File: src/rx_ctrl_defs.svh
// Purpose: Constants for the receive port and the serial register port.
// Assumes: A 20 MHz i_clk standing in for the master clock.
// Notes: Definitions only.
`ifndef RX_CTRL_DEFS_SVH
`define RX_CTRL_DEFS_SVH
`define BIT_LAST 3'h7
`define IDX_HI 6
`define IDX_LO 2
`define CFG_INV_IDX 5'h01
`define CFG_INV_BIT 0
`define PE_HOLD 2'h2
`define RX_BIT_CLOCK_HI 4'h2
`endif

File: src/rx_ctrl_pkg.sv
// Purpose: Types shared by the receive and serial register port logic.
// Assumes: Nothing beyond the defs header.
// Notes: Demodulator strobes arrive on i_clk.
package rx_ctrl_pkg;
    typedef struct packed {
        logic start_of_frame_mark;
        logic bit_stb;
        logic bit_val;
        logic crc_phase;
        logic hdr_err;
    } demod_t;
    typedef enum logic [1:0] {
        SP_IDLE = 2'h0,
        SP_ADDR = 2'h1,
        SP_DATA = 2'h3,
        SP_DONE = 2'h2
    } sp_state_t;
endpackage

File: src/baseband_host_rx_ctrl_ports.sv
// Purpose: Receive data port and four-wire serial register port.
// Assumes: Demodulator strobes on i_clk; port pins are asynchronous.
// Notes: Register contents survive reset and must be programmed.
// Overview of operation
// Bit clock output carries header and payload at the current bit rate.
// Bit clock held low during the header checksum.
// Bit clock toggles only after the start-of-frame mark.
// Host samples on rising edge; a register bit inverts the clock.
// Frame-valid is active high and envelopes header and data.
// Frame-valid set on frame mark, cleared by power-enable low or header error.
// Power-enable active high; low keeps converters disabled.
// Serial register words move most significant bit first.
// Eight address bits then eight data bits per transfer.
// Serial data clocked on rising serial clock edges.
// Host keeps serial clock at most 11 MHz and half master clock.
// Read/write select high reads, low writes, sets line direction.
// Select settles before the edge and enables read shifting.
// Port select high makes data, clock and select ignored.
// Port select does not affect the receive port.
// Host drives the spare serial input to a defined level.
// Reset disables receive and keeps standby.
// Reset leaves register contents untouched.
// Power-enable held two clocks after reset before receive resumes.
// Transceiver clocks derive from master clock divided by two and four.
// Port select high resets the serial port state machine.
// Host keeps master clock running while programming.
// Two address low bits are ignored.
// Receive line sends least significant bit first within the frame.
// In reads the line is released during address, driven for data.
`timescale 1ns/10ps
`include "rx_ctrl_defs.svh"
module baseband_host_rx_ctrl_ports
    import rx_ctrl_pkg::*;
(
    input wire logic i_clk,
    input wire logic i_nrst,
    input wire logic i_rx_power_enable,
    input wire demod_t i_demod,
    input wire logic i_sclk,
    input wire logic i_ser_reg_data_in,
    input wire logic i_read_sel,
    input wire logic i_port_sel_n,
    input wire logic i_spare_serial_in,
    output logic o_ser_reg_data_out,
    output logic o_ser_reg_data_oe,
    output logic o_rx_bit_clock,
    output logic o_rxd,
    output logic o_rx_frame_valid,
    output logic o_adc_enable,
    output logic o_xcvr_clk_div2,
    output logic o_xcvr_clk_div4
);

    // The spare serial input is not used by the four-wire port.
    logic [7:0] regs [0:31];

    logic [2:0] sclk_s;
    logic [1:0] sd_s;
    logic [1:0] rw_s;
    logic [1:0] cs_s;
    logic [1:0] pe_s;

    always_ff @(posedge i_clk) begin
        sclk_s <= {sclk_s[1:0], i_sclk};
        sd_s <= {sd_s[0], i_ser_reg_data_in};
        rw_s <= {rw_s[0], i_read_sel};
        cs_s <= {cs_s[0], i_port_sel_n};
        pe_s <= {pe_s[0], i_rx_power_enable};
    end

    logic sclk_rise;
    assign sclk_rise = sclk_s[1] & ~sclk_s[2];

    // Serial register port.
    sp_state_t st, next_st;
    logic [2:0] cnt, next_cnt;
    logic [7:0] addr, next_addr;
    logic [7:0] shreg, next_shreg;
    logic wr, next_wr;
    logic next_sd_out, next_sd_oe;
    logic [7:0] addr_full;

    always_comb begin
        next_st = st;
        next_cnt = cnt;
        next_addr = addr;
        next_shreg = shreg;
        next_wr = 1'b0;
        next_sd_out = o_ser_reg_data_out;
        next_sd_oe = o_ser_reg_data_oe;
        addr_full = {addr[6:0], sd_s[1]};
        if (cs_s[1]) begin
            next_st = SP_IDLE;
            next_cnt = 3'h0;
            next_sd_oe = 1'b0;
        end else begin
            unique case (st)
                SP_IDLE: begin
                    next_st = SP_ADDR;
                    next_cnt = 3'h0;
                    next_sd_oe = 1'b0;
                end
                SP_ADDR: begin
                    if (sclk_rise) begin
                        next_addr = addr_full;
                        next_cnt = cnt + 3'h1;
                        if (cnt == `BIT_LAST) begin
                            next_st = SP_DATA;
                            if (rw_s[1]) begin
                                next_shreg = regs[addr_full[`IDX_HI:`IDX_LO]];
                                next_sd_out = next_shreg[7];
                                next_sd_oe = 1'b1;
                            end
                        end
                    end
                end
                SP_DATA: begin
                    if (sclk_rise) begin
                        next_cnt = cnt + 3'h1;
                        if (rw_s[1]) begin
                            next_shreg = {shreg[6:0], 1'b0};
                            next_sd_out = next_shreg[7];
                        end else begin
                            next_shreg = {shreg[6:0], sd_s[1]};
                        end
                        if (cnt == `BIT_LAST) begin
                            next_st = SP_DONE;
                            next_wr = ~rw_s[1];
                            next_sd_oe = 1'b0;
                        end
                    end
                end
                SP_DONE: begin
                    next_sd_oe = 1'b0;
                end
            endcase
        end
    end

    always_ff @(posedge i_clk) begin
        if (!i_nrst) begin
            st <= SP_IDLE;
            cnt <= 3'h0;
            addr <= 8'h00;
            shreg <= 8'h00;
            wr <= 1'b0;
            o_ser_reg_data_out <= 1'b0;
            o_ser_reg_data_oe <= 1'b0;
        end else begin
            st <= next_st;
            cnt <= next_cnt;
            addr <= next_addr;
            shreg <= next_shreg;
            wr <= next_wr;
            o_ser_reg_data_out <= next_sd_out;
            o_ser_reg_data_oe <= next_sd_oe;
        end
    end

    // No reset here: configuration survives master reset.
    always_ff @(posedge i_clk) begin
        if (wr) begin
            regs[addr[`IDX_HI:`IDX_LO]] <= shreg;
        end
    end

    // Receive enable after reset.
    logic [1:0] pe_cnt, next_pe_cnt;
    logic rx_ready;

    always_comb begin
        next_pe_cnt = pe_cnt;
        if (!pe_s[1]) begin
            next_pe_cnt = 2'h0;
        end else if (pe_cnt != `PE_HOLD) begin
            next_pe_cnt = pe_cnt + 2'h1;
        end
    end

    always_ff @(posedge i_clk) begin
        if (!i_nrst) begin
            pe_cnt <= 2'h0;
        end else begin
            pe_cnt <= next_pe_cnt;
        end
    end

    assign rx_ready = (pe_cnt == `PE_HOLD) & pe_s[1];

    // Receive port; the port select plays no part here.
    logic fv, next_fv;
    logic pend, next_pend;
    logic clk_lvl, next_clk_lvl;
    logic [3:0] hi_cnt, next_hi_cnt;
    logic next_rxd;
    logic inv;

    assign inv = regs[`CFG_INV_IDX][`CFG_INV_BIT];

    always_comb begin
        next_fv = fv;
        next_pend = 1'b0;
        next_clk_lvl = clk_lvl;
        next_hi_cnt = hi_cnt;
        next_rxd = o_rxd;
        if (!rx_ready) begin
            next_fv = 1'b0;
            next_clk_lvl = 1'b0;
            next_hi_cnt = 4'h0;
        end else begin
            if (i_demod.start_of_frame_mark) begin
                next_fv = 1'b1;
            end
            if (i_demod.hdr_err) begin
                next_fv = 1'b0;
            end
            if (i_demod.bit_stb && (fv || i_demod.start_of_frame_mark)) begin
                next_rxd = i_demod.bit_val;
                next_pend = ~i_demod.crc_phase;
            end
            if (pend) begin
                next_clk_lvl = 1'b1;
                next_hi_cnt = `RX_BIT_CLOCK_HI;
            end else if (hi_cnt != 4'h0) begin
                next_hi_cnt = hi_cnt - 4'h1;
                if (hi_cnt == 4'h1) begin
                    next_clk_lvl = 1'b0;
                end
            end
        end
    end

    always_ff @(posedge i_clk) begin
        if (!i_nrst) begin
            fv <= 1'b0;
            pend <= 1'b0;
            clk_lvl <= 1'b0;
            hi_cnt <= 4'h0;
            o_rxd <= 1'b0;
            o_rx_frame_valid <= 1'b0;
            o_rx_bit_clock <= 1'b0;
            o_adc_enable <= 1'b0;
        end else begin
            fv <= next_fv;
            pend <= next_pend;
            clk_lvl <= next_clk_lvl;
            hi_cnt <= next_hi_cnt;
            o_rxd <= next_rxd;
            o_rx_frame_valid <= next_fv;
            o_rx_bit_clock <= next_clk_lvl ^ inv;
            o_adc_enable <= rx_ready;
        end
    end

    // Transceiver clocks from the master clock.
    logic [1:0] div, next_div;
    assign next_div = div + 2'h1;

    always_ff @(posedge i_clk) begin
        if (!i_nrst) begin
            div <= 2'h0;
            o_xcvr_clk_div2 <= 1'b0;
            o_xcvr_clk_div4 <= 1'b0;
        end else begin
            div <= next_div;
            o_xcvr_clk_div2 <= next_div[0];
            o_xcvr_clk_div4 <= next_div[1];
        end
    end

    a_fv_on_sfd: assert property (@(posedge i_clk) disable iff (!i_nrst)
        rx_ready && i_demod.start_of_frame_mark && !i_demod.hdr_err |=> o_rx_frame_valid)
        else $error("frame valid not set on frame mark");

    a_fv_off_err: assert property (@(posedge i_clk) disable iff (!i_nrst)
        i_demod.hdr_err |=> !o_rx_frame_valid)
        else $error("frame valid kept after header error");

    a_fv_off_pe: assert property (@(posedge i_clk) disable iff (!i_nrst)
        !pe_s[1] |=> !o_rx_frame_valid && !o_adc_enable)
        else $error("receive active without power enable");

    a_crc_no_clk: assert property (@(posedge i_clk) disable iff (!i_nrst)
        i_demod.bit_stb && i_demod.crc_phase |=> !pend)
        else $error("bit clock pulse during checksum");

    a_clk_width: assert property (@(posedge i_clk) disable iff (!i_nrst)
        rx_ready && pend |=> clk_lvl [*2])
        else $error("bit clock high phase too short");

    a_addr_release: assert property (@(posedge i_clk) disable iff (!i_nrst)
        st == SP_ADDR |-> !o_ser_reg_data_oe)
        else $error("data line driven during address phase");

    a_read_drive: assert property (@(posedge i_clk) disable iff (!i_nrst)
        !cs_s[1] && st == SP_ADDR && sclk_rise && cnt == `BIT_LAST && rw_s[1]
        |=> o_ser_reg_data_oe && st == SP_DATA)
        else $error("read data not driven after address");

    a_cs_idle: assert property (@(posedge i_clk) disable iff (!i_nrst)
        cs_s[1] |=> st == SP_IDLE && !o_ser_reg_data_oe)
        else $error("port not reset by deselect");

    a_pe_hold: assert property (@(posedge i_clk) disable iff (!i_nrst)
        $rose(pe_s[1]) |-> !rx_ready ##1 !rx_ready ##1 rx_ready)
        else $error("receive resumed at wrong time");

    a_div_rate: assert property (@(posedge i_clk) disable iff (!i_nrst)
        o_xcvr_clk_div4 && !$past(o_xcvr_clk_div4) |=> o_xcvr_clk_div4 ##1 !o_xcvr_clk_div4)
        else $error("divide by four clock wrong");

endmodule

File: config.mk
export PLATFORM = sky130hd
export DESIGN_NAME = baseband_host_rx_ctrl_ports
export DESIGN_NICKNAME = d
export VERILOG_FILES = /design/src/rx_ctrl_pkg.sv /design/src/baseband_host_rx_ctrl_ports.sv
export VERILOG_INCLUDE_DIRS = /design/src
export SDC_FILE = /design/constraint.sdc
export NUM_CORES = 1
export LEC_CHECK = 0
export ABC_AREA = 1
export ABC_CLOCK_PERIOD_IN_PS = 1700
export BUFFER_PORTS_ARGS = -buffer_cell sky130_fd_sc_hd__clkbuf_2
export CAP_MARGIN = 20
export CORE_MARGIN = 2
export CORE_UTILIZATION = 62
export CTS_BUF_LIST = sky130_fd_sc_hd__clkbuf_8 sky130_fd_sc_hd__clkbuf_16
export CTS_CLUSTER_SIZE = 14
export DETAILED_ROUTE_END_ITERATION = 10
export PLACE_DENSITY = 0.75
export SYNTH_ARGS = -nofsm -noshare
export SYNTH_HDL_FRONTEND = slang
export SYNTH_SLANG_ARGS = --single-unit
File: constraint.sdc
create_clock -name i_clk -period 1.7 [get_ports i_clk]
set_input_delay 0.085 -clock i_clk [delete_from_list [all_inputs] [get_ports i_clk]]
set_output_delay 0.085 -clock i_clk [all_outputs]
set_load 0.1 [all_outputs]
Yosys cells after proc, flatten, opt, wreduce, memory -nomap -nowiden
Memories as Yosys holds them, arrays and structs flattened. A register that Yosys moved wholly into a read port is not among the register bits.
Index checks and enable logic that the tools add are counted.
- register bits: 50
- bits in latches: 0
- RAM bits: 256
- bits in read-only memories: 0
- bits of input ports: 13
- output and inout port bits: 8
- logic and storage cells: 114
- memories: 1
- add/subtract/negate cells: 4
- multiply operators: 0
- divide/modulo/power cells: 0
- order comparisons: 0
- equal/unequal tests: 14
- shift operators: 0
- mux-type cells: 35
- bitwise logic cells: 12
- reduce and logical (&&, ||, !) cells: 24
- memory list (name ; depth ; width ; read ports ; clocked after Yosys merged registers in ; write ports ; RTL line ; text):
    regs ; 32 ; 8 ; 2 ; 1 ; 1 ; baseband_host_rx_ctrl_ports.sv:55 ; logic [7:0] regs [0:31];
- operators with widths (kind ; number):
    8-bit two-way mux ; 4
    1-bit two-way mux ; 17
    8-bit one-hot mux with 2 select lines ; 1
    2-bit != test, second input constant ; 7
    2-bit two-way mux ; 6
    5-bit two-way mux ; 2
    5-bit AND reduction ; 2
    1-bit inverter ; 9
    2-bit AND reduction ; 4
    7-bit AND reduction ; 1
    2-bit equality test, second input constant ; 3
    2-bit one-hot mux with 3 select lines ; 1
    3-bit one-hot mux with 2 select lines ; 1
    3-bit AND reduction ; 2
    6-bit AND reduction ; 1
    2-bit nonzero test ; 3
    2-bit OR reduction ; 3
    3-bit OR reduction ; 2
    5-bit OR reduction ; 1
    2-bit by 1-bit adder with 2-bit output, second input constant ; 2
    4-bit by 1-bit equality test with 1-bit output, second input constant ; 1
    4-bit nonzero test ; 1
    4-bit by 1-bit subtractor with 4-bit output, second input constant ; 1
    3-bit by 1-bit adder with 3-bit output, second input constant ; 1
    other kinds (12) ; 13

Depth between registers and ports, before layout
Gate-level depths: netlist (run 1).
- depth in word-level cells: 6
- mapped depth: 13
- gate-level depth less buffers: 11

Worst setup path before layout (run 1)
OpenSTA, ideal clock, no wires.
- path kind: reg2reg
- start point: register fv
- end point: register o_rxd
- setup time: 67 ps
- arrival: 1518 ps
- data required time: 1633 ps
- path slack: 115 ps
- cell stages (with the launch flop): 5
- path buffers: 0
- period minus slack after synthesis: 1585 ps
- cells stage by stage: dfxtp_1 -> o21ai_0 -> nor2_1 -> o21ai_0 -> nor2_1
- cells in the longest elaborated chain, start to end: 3
- ends and longest elaborated chain (element ; RTL line ; text):
    start, declared ; baseband_host_rx_ctrl_ports.sv:191 ; logic fv, next_fv;
    start signal, assigned ; baseband_host_rx_ctrl_ports.sv:244 ; fv <= next_fv;
    1-bit logical OR ; baseband_host_rx_ctrl_ports.sv:217 ; if (i_demod.bit_stb && (fv || i_demod.start_of_frame_mark)) begin
    1-bit logical AND ; baseband_host_rx_ctrl_ports.sv:217 ;
    2-bit AND reduction (no source line) ; -- ;
    end signal, assigned ; baseband_host_rx_ctrl_ports.sv:248 ; o_rxd <= next_rxd;
    end, declared ; baseband_host_rx_ctrl_ports.sv:47 ; output logic o_rxd,
No other way between the ends.
A chain may end at the register's enable or synchronous reset.

==> results of run 1 <==
-- critical path, cell delays in order (launching register included) --
cell and delay [ns]:
dfxtp_4 0.44, buf_12 0.16, buf_16 0.15, nor2_1 0.08
nor2_1 0.14, o21ai_1 0.10, nand3_1 0.10, nand3_2 0.12
nand3_1 0.12, nand3_1 0.10, a21oi_1 0.16
-- power groups by stage --
stage / combinational (mW) / sequential, mW / clock (mW)
floorplan: 0.223 / 8.33 / 0
global placement: 0.366 / 8.29 / 0
detailed placement: 0.374 / 8.29 / 0
CTS: 0.397 / 8.13 / 6.59
global route: 0.499 / 8.13 / 6.87
finish: 0.467 / 8.13 / 6.57
-- path summary, 6_finish.rpt --
kind | start | end | slack [ns] | depth (start not counted)
hold reg to reg | rw_s[0] | rw_s[1] | 0.32 | 0
hold / removal | i_port_sel_n | cs_s[0] | 0.19 | 2
setup / recovery | register | shreg[4] | -0.05 | 10
setup reg to reg | register | shreg[4] | -0.05 | 10
-- stage by stage --
step	cells	hold WS [ns]	total power [mW]
floorplan	1063	0.113	8.56
global placement	1363	0.189	8.65
detailed placement	1363	0.189	8.66
CTS	1426	0.173	15.1
global route	1442	0.198	15.5
finish	1442	0.185	15.2
-- timing repair --
item | in CTS | in global routing
hold endpoints to repair | 13 | 0
setup buffers | 0 | 4
hold buffers | 12 | 0
setup endpoints to repair | 0 | 10
resized for setup | 0 | 53
-- metal layers --
metal	wire length, um	track usage [%]
met1	11400	37.5
met2	14400	42.9
met3	2980	3.05
met4	988	9.35
met5	0	0
-- cell families (layout without fill, tap and decap cells) --
kind of cell,count (synthesis),in the layout,share of synthesized area [%]
buffers and inverters,99,213,4.38
XOR/XNOR,2,2,0.143
adder cells (fa/ha/maj),3,3,0.307
flip-flops,309,309,71.4
AND/OR/NAND/NOR,500,500,17.0
AO/OA/AOI/OAI,150,150,6.70
-- state kept, by name, indices dropped and copies added, names as in the netlist, 3 cells and up, named ones only --
name,flops
addr,7
sclk_s,3
hi_cnt,4
cnt,3
regs,256
shreg,8
-- cell type report --
type / instances / area, sq um
Clock inverter: 18 / 178
Timing Repair Buffer: 120 / 1250
Sequential cell: 309 / 8750
Fill cell: 1214 / 4810
Inverter: 42 / 173
Multi-Input combinational cell: 655 / 3100
Tap cell: 265 / 332
Clock buffer: 33 / 803
-- layout by cell type, fill, tap and decap left out, types with 9 or more instances in the layout --
master | synthesis | routed
clkbuf_2 | 2 | 19
dfxtp_1 | 53 | 51
nand3_1 | 153 | 129
buf_12 | 0 | 9
buf_4 | 9 | 63
o21ai_1 | 34 | 43
a21oi_1 | 30 | 28
nor2_1 | 201 | 200
dlygate4sd3_1 | 0 | 12
nand2_1 | 138 | 135
inv_1 | 39 | 43
nand3_2 | 0 | 24
o211ai_1 | 23 | 23
o21ai_0 | 60 | 51
clkbuf_16 | 0 | 41
edfxtp_1 | 256 | 256
==> flow_results.xml, run 1 <==
<?xml version="1.0" encoding="UTF-8"?>
<metrics>
  <group name="outcome">
    <metric name="result_of_the_run" unit="">complete, but fails checks</metric>
    <metric name="violations" unit="">negative setup slack</metric>
  </group>
  <group name="logic_synthesis">
    <metric name="synth-seq-area-share" unit="%">71.4</metric>
    <metric name="yosysWarnings" unit="">0</metric>
    <metric name="netlist_instances" unit="">1063</metric>
    <metric name="post-synth-top-count-cell" unit="">edfxtp_1</metric>
    <metric name="synthFlopType" unit="">edfxtp_1</metric>
    <metric name="synth_cell_type_count" unit="">30</metric>
    <metric name="async_reset_ff_share" unit="%">0</metric>
    <metric name="post_synth_instance_area" unit="sq um">12200</metric>
    <metric name="synth_top_cell_by_area" unit="">edfxtp_1</metric>
    <metric name="synth_nets" unit="">1079</metric>
    <metric name="netlist_top_cells_count" unit="">edfxtp_1 (256), nor2_1 (201), nand3_1 (153)</metric>
    <metric name="synthDominantCellAreaShare" unit="%">62.8</metric>
    <metric name="postSynthRegisterBits" unit="">309</metric>
    <metric name="synth.avg_cell_area" unit="sq um">11.5</metric>
    <metric name="synth_edf_count" unit="">256</metric>
    <metric name="yosys-top-cells-area" unit="">edfxtp_1 (63%), dfxtp_1 (8.7%), nand3_1 (6.3%), nor2_1 (6.2%), nand2_1 (4.2%)</metric>
  </group>
  <group name="worst_setup_path">
    <metric name="category_of_the_worst_setup_path_capture_point" unit="">register</metric>
    <metric name="critPathLaunchType" unit="">register</metric>
    <metric name="crit_type" unit="">register to register</metric>
    <metric name="worstPathMaxFanout" unit="">13</metric>
    <metric name="arrival_time_of_the_worst_setup_path" unit="ns">2.22</metric>
    <metric name="cp_data_required_time" unit="ns">2.16</metric>
  </group>
  <group name="clock_tree">
    <metric name="post_cts_clock_slew_at_the_launch_and_capture_registers_of_the_worst_setup_and_hold_paths" unit="ns">0.06</metric>
    <metric name="cts_h_tree_depth" unit="">1</metric>
    <metric name="tritoncts" unit="">done</metric>
    <metric name="clk_latency" unit="ns">0.54</metric>
    <metric name="clock_sinks" unit="">309</metric>
    <metric name="clock_tree_root_driver_cell" unit="">clkbuf_16</metric>
    <metric name="cts_made_buffers" unit="">29</metric>
    <metric name="clk_path_buf_depth" unit="">3</metric>
  </group>
  <group name="drt">
    <metric name="vias" unit="">8626</metric>
    <metric name="drtPass1Iterations" unit="">6</metric>
    <metric name="routed_wire_length_per_instance" unit="um">20.7</metric>
    <metric name="drt_wl_total" unit="mm">29.9</metric>
    <metric name="drc" unit="">0</metric>
    <metric name="route.detailed.vias_per_inst" unit="">5.98</metric>
    <metric name="final_antenna_net_count" unit="">0</metric>
    <metric name="first_iter_violations" unit="">1064</metric>
  </group>
  <group name="floorplanning">
    <metric name="start_util" unit="%">63.1</metric>
    <metric name="pin_count" unit="">21</metric>
    <metric name="chipHeight" unit="um">145</metric>
    <metric name="number_of_placement_rows" unit="">51</metric>
    <metric name="die_area" unit="sq um">20900</metric>
    <metric name="coreArea" unit="sq um">19400</metric>
    <metric name="die_x" unit="um">145</metric>
  </group>
  <group name="timing">
    <metric name="timing_hold_violations_final" unit="">0</metric>
    <metric name="worst_clock_skew" unit="ns">0.0135</metric>
    <metric name="setup_ws" unit="ns">-0.0544</metric>
    <metric name="timing.max_slew.rel_slack" unit="%">60.6</metric>
    <metric name="max_clock_freq" unit="MHz">570</metric>
    <metric name="fin_crit_sh" unit="%">103</metric>
    <metric name="grt_setup_unrepaired" unit="">true</metric>
    <metric name="setup_viol_count_final" unit="">1</metric>
    <metric name="setup-tns-final" unit="ns">-0.0544</metric>
    <metric name="finalMaxSlewViolations" unit="">0</metric>
    <metric name="min_period" unit="ns">1.75</metric>
    <metric name="worst_slew_pin_slew" unit="ns">0.590</metric>
  </group>
  <group name="final_layout">
    <metric name="final_layout_size_suffix_gt1_share" unit="%">15.8</metric>
    <metric name="n_antenna_cell" unit="">0</metric>
    <metric name="post-route-util" unit="%">75.2</metric>
    <metric name="layout-area-overhead-vs-synth" unit="%">19.1</metric>
    <metric name="post-route-cell-area" unit="sq um">14600</metric>
    <metric name="nNetsFinal" unit="">1173</metric>
  </group>
  <group name="power_and_ir_drop">
    <metric name="power.switching_fraction" unit="%">19.4</metric>
    <metric name="static-leakage-power" unit="nW">5.12</metric>
    <metric name="worst_ir_drop_vdd" unit="mV">0.873</metric>
    <metric name="p_switching" unit="mW">2.94</metric>
    <metric name="proportion_of_power_drawn_by_flip_flops_and_latches" unit="%">53.6</metric>
    <metric name="internal_power" unit="mW">12.2</metric>
    <metric name="pwr-share-clk" unit="%">43.3</metric>
    <metric name="power_density" unit="nW/um^2">1040</metric>
    <metric name="comb_power_share" unit="%">3.1</metric>
  </group>
  <group name="grt">
    <metric name="grt_overflow" unit="">0</metric>
    <metric name="grt_pass1_vias" unit="">7651</metric>
    <metric name="global_route.usage.total" unit="%">26.4</metric>
    <metric name="grt_first_pass_wirelength" unit="mm">41.2</metric>
    <metric name="grt_start_max_net_pins" unit="">63</metric>
    <metric name="grt_antenna_before_repair" unit="">0</metric>
  </group>
  <group name="placement">
    <metric name="detailed_place.area" unit="sq um">13000</metric>
    <metric name="io_buffer_count" unit="">19</metric>
    <metric name="dpl_worst_slack" unit="ns">0.0260</metric>
    <metric name="finalWeightedCongestion" unit="">0.995</metric>
    <metric name="hpwlAfterDp" unit="mm">16.4</metric>
  </group>
  <group name="worst_hold_path">
    <metric name="worstHoldPathType" unit="">input port to register</metric>
  </group>
  <group name="flow_run">
    <metric name="max_cap_violations" unit="">0</metric>
  </group>
</metrics>
Power figures use the tool's default switching activity.
==> inputs of run 2 (changes only) <==
--- a/config.mk
+++ b/config.mk
@@ -8,7 +8,7 @@
 export LEC_CHECK = 0
 export ABC_AREA = 1
 export ABC_CLOCK_PERIOD_IN_PS = 1700
-export BUFFER_PORTS_ARGS = -buffer_cell sky130_fd_sc_hd__clkbuf_2
+export BUFFER_PORTS_ARGS = -buffer_cell sky130_fd_sc_hd__buf_2
 export CAP_MARGIN = 20
 export CORE_MARGIN = 2
 export CORE_UTILIZATION = 62
==> flow_results.xml, run 2 (same netlist as run 1, synthesis figures left out) <==
<?xml version="1.0" encoding="UTF-8"?>
<metrics>
  <group name="outcome">
    <metric name="result_of_the_run" unit="">complete, but fails checks</metric>
    <metric name="violations" unit="">negative setup slack</metric>
  </group>
  <group name="floorplanning">
    <metric name="pin_count" unit="">21</metric>
    <metric name="start_util" unit="%">63.1</metric>
    <metric name="coreArea" unit="sq um">19400</metric>
    <metric name="die_x" unit="um">145</metric>
    <metric name="number_of_placement_rows" unit="">51</metric>
    <metric name="chipHeight" unit="um">145</metric>
    <metric name="die_area" unit="sq um">20900</metric>
  </group>
  <group name="timing">
    <metric name="fin_crit_sh" unit="%">103</metric>
    <metric name="hold_slack" unit="ns">0.169</metric>
    <metric name="setup_viol_count_final" unit="">6</metric>
    <metric name="worst_clock_skew" unit="ns">0.0149</metric>
    <metric name="timing_hold_violations_final" unit="">0</metric>
    <metric name="setup_ws" unit="ns">-0.0434</metric>
    <metric name="grt_setup_unrepaired" unit="">true</metric>
    <metric name="min_period" unit="ns">1.74</metric>
    <metric name="worst_slew_pin_slew" unit="ns">0.538</metric>
    <metric name="max_clock_freq" unit="MHz">574</metric>
    <metric name="setup-tns-final" unit="ns">-0.141</metric>
    <metric name="timing.max_slew.rel_slack" unit="%">64.1</metric>
    <metric name="finalMaxSlewViolations" unit="">0</metric>
  </group>
  <group name="power_and_ir_drop">
    <metric name="design_power_total" unit="mW">14.8</metric>
    <metric name="power_density" unit="nW/um^2">1010</metric>
    <metric name="worst_ir_drop_vdd" unit="mV">0.908</metric>
    <metric name="power.switching_fraction" unit="%">20.3</metric>
    <metric name="pwr-share-clk" unit="%">41.7</metric>
    <metric name="internal_power" unit="mW">11.8</metric>
    <metric name="comb_power_share" unit="%">3.3</metric>
    <metric name="static-leakage-power" unit="nW">5.19</metric>
    <metric name="proportion_of_power_drawn_by_flip_flops_and_latches" unit="%">54.9</metric>
    <metric name="p_switching" unit="mW">3.00</metric>
  </group>
  <group name="grt">
    <metric name="grt_first_pass_wirelength" unit="mm">42.4</metric>
    <metric name="grt_antenna_before_repair" unit="">0</metric>
    <metric name="grt_start_max_net_pins" unit="">93</metric>
    <metric name="grt_pass1_vias" unit="">7972</metric>
    <metric name="global_route.usage.total" unit="%">27.2</metric>
    <metric name="grt_overflow" unit="">0</metric>
  </group>
  <group name="clock_tree">
    <metric name="cts_h_tree_depth" unit="">1</metric>
    <metric name="clk_path_buf_depth" unit="">3</metric>
    <metric name="tritoncts" unit="">done</metric>
    <metric name="post_cts_clock_slew_at_the_launch_and_capture_registers_of_the_worst_setup_and_hold_paths" unit="ns">0.06</metric>
    <metric name="cts_made_buffers" unit="">30</metric>
    <metric name="clk_latency" unit="ns">0.55</metric>
    <metric name="clock_sinks" unit="">309</metric>
    <metric name="clock_tree_root_driver_cell" unit="">clkbuf_16</metric>
  </group>
  <group name="worst_setup_path">
    <metric name="category_of_the_worst_setup_path_capture_point" unit="">register</metric>
    <metric name="critPathLaunchType" unit="">register</metric>
    <metric name="worstPathMaxFanout" unit="">11</metric>
    <metric name="r2r_setup_slack" unit="ns">-0.04</metric>
    <metric name="reg2reg_to" unit="">shreg[6]</metric>
    <metric name="crit_end" unit="">shreg[6]</metric>
    <metric name="crit_type" unit="">register to register</metric>
    <metric name="cp_data_required_time" unit="ns">2.18</metric>
    <metric name="r2r_cells" unit="">11</metric>
    <metric name="arrival_time_of_the_worst_setup_path" unit="ns">2.22</metric>
  </group>
  <group name="drt">
    <metric name="final_antenna_net_count" unit="">0</metric>
    <metric name="drt_wl_total" unit="mm">31.2</metric>
    <metric name="drtPass1Iterations" unit="">6</metric>
    <metric name="first_iter_violations" unit="">1015</metric>
    <metric name="route.detailed.vias_per_inst" unit="">5.98</metric>
    <metric name="drc" unit="">0</metric>
    <metric name="routed_wire_length_per_instance" unit="um">21.4</metric>
    <metric name="vias" unit="">8725</metric>
  </group>
  <group name="final_layout">
    <metric name="layout_common_cells" unit="">edfxtp_1 (256), nor2_1 (200), nand2_1 (133)</metric>
    <metric name="post-route-util" unit="%">75.9</metric>
    <metric name="layout-area-overhead-vs-synth" unit="%">20.2</metric>
    <metric name="most_common_cell_after_layout_fill_and_taps_aside" unit="">edfxtp_1</metric>
    <metric name="post-route-cell-area" unit="sq um">14700</metric>
    <metric name="largest_reg_flops" unit="">256</metric>
    <metric name="n_antenna_cell" unit="">0</metric>
    <metric name="final.fill_count" unit="">1193</metric>
    <metric name="final_layout_size_suffix_gt1_share" unit="%">17.3</metric>
    <metric name="nNetsFinal" unit="">1187</metric>
    <metric name="fin_cells" unit="">1460</metric>
  </group>
  <group name="placement">
    <metric name="hpwlAfterDp" unit="mm">17.0</metric>
    <metric name="io_buffer_count" unit="">19</metric>
    <metric name="finalWeightedCongestion" unit="">0.947</metric>
    <metric name="place.detailed.instances" unit="">1371</metric>
    <metric name="dpl_worst_slack" unit="ns">-0.0366</metric>
    <metric name="detailed_place.area" unit="sq um">13000</metric>
  </group>
  <group name="flow_run">
    <metric name="max_cap_violations" unit="">0</metric>
  </group>
  <group name="worst_hold_path">
    <metric name="worstHoldPathType" unit="">input port to register</metric>
  </group>
</metrics>
## run 2: layout make-up
cell class / count / area (sq um) / area share [%]
flip-flops and latches: 309 / 8750 / 59.5
multi-input cells: 655 / 3150 / 21.4
repair buffers: 132 / 1370 / 9.32
clock buffers: 33 / 803 / 5.46
well taps: 265 / 332 / 2.25
inverters: 42 / 176 / 1.20
clock inverters: 23 / 126 / 0.858
repair inverters: 1 / 11.3 / 0.0765
## run 2: worst min path at each step
stage | from | to | slack, ns | depth (start not counted)
2_1_floorplan | i_port_sel_n | cs_s[0] | 0.11 | 0
3_3_place_gp | i_port_sel_n | cs_s[0] | 0.19 | 1
3_5_place_dp | i_rx_power_enable | pe_s[0] | 0.19 | 1
4_1_cts | i_ser_reg_data_in | sd_s[0] | 0.17 | 2
5_1_grt | i_read_sel | rw_s[0] | 0.18 | 2
6_report | i_ser_reg_data_in | sd_s[0] | 0.17 | 2
## run 2: critical path, stage by stage (launching register included)
cell and delay (ns):
dfxtp_4 0.40, buf_4 0.17, buf_12 0.11, clkbuf_16 0.16, nand2_1 0.06, nand2_1 0.06, nand2_1 0.04, nand3_1 0.09
nand3_1 0.13, nand3_1 0.15, nand3_2 0.12, a21oi_2 0.15
## run 2: metal layers
layer / vias up / global-route usage [%] / wire (um)
li1: 3959 / - / -
met1: 4189 / 38.0 / 12200
met2: 503 / 44.0 / 15000
met3: 74 / 4.50 / 2900
met4: 0 / 9.61 / 1060
met5: - / 0 / 0
## run 2: repair_timing
item	4_1_cts	5_1_grt
gates resized for setup	2	69
hold buffers	12	0
endpoints found under the hold margin	12	0
gates cloned	0	15
endpoints found under the setup margin	3	10
pin swaps	0	11
setup buffers	0	6
## run 2: power by group through the flow
stage	registers (mW)	clock network, mW	logic [mW]
2_1_floorplan	8.33	0	0.223
3_3_place_gp	8.29	0	0.366
5_1_grt	8.13	6.49	0.525
4_1_cts	8.13	6.20	0.400
3_5_place_dp	8.29	0	0.374
6_report	8.13	6.18	0.493
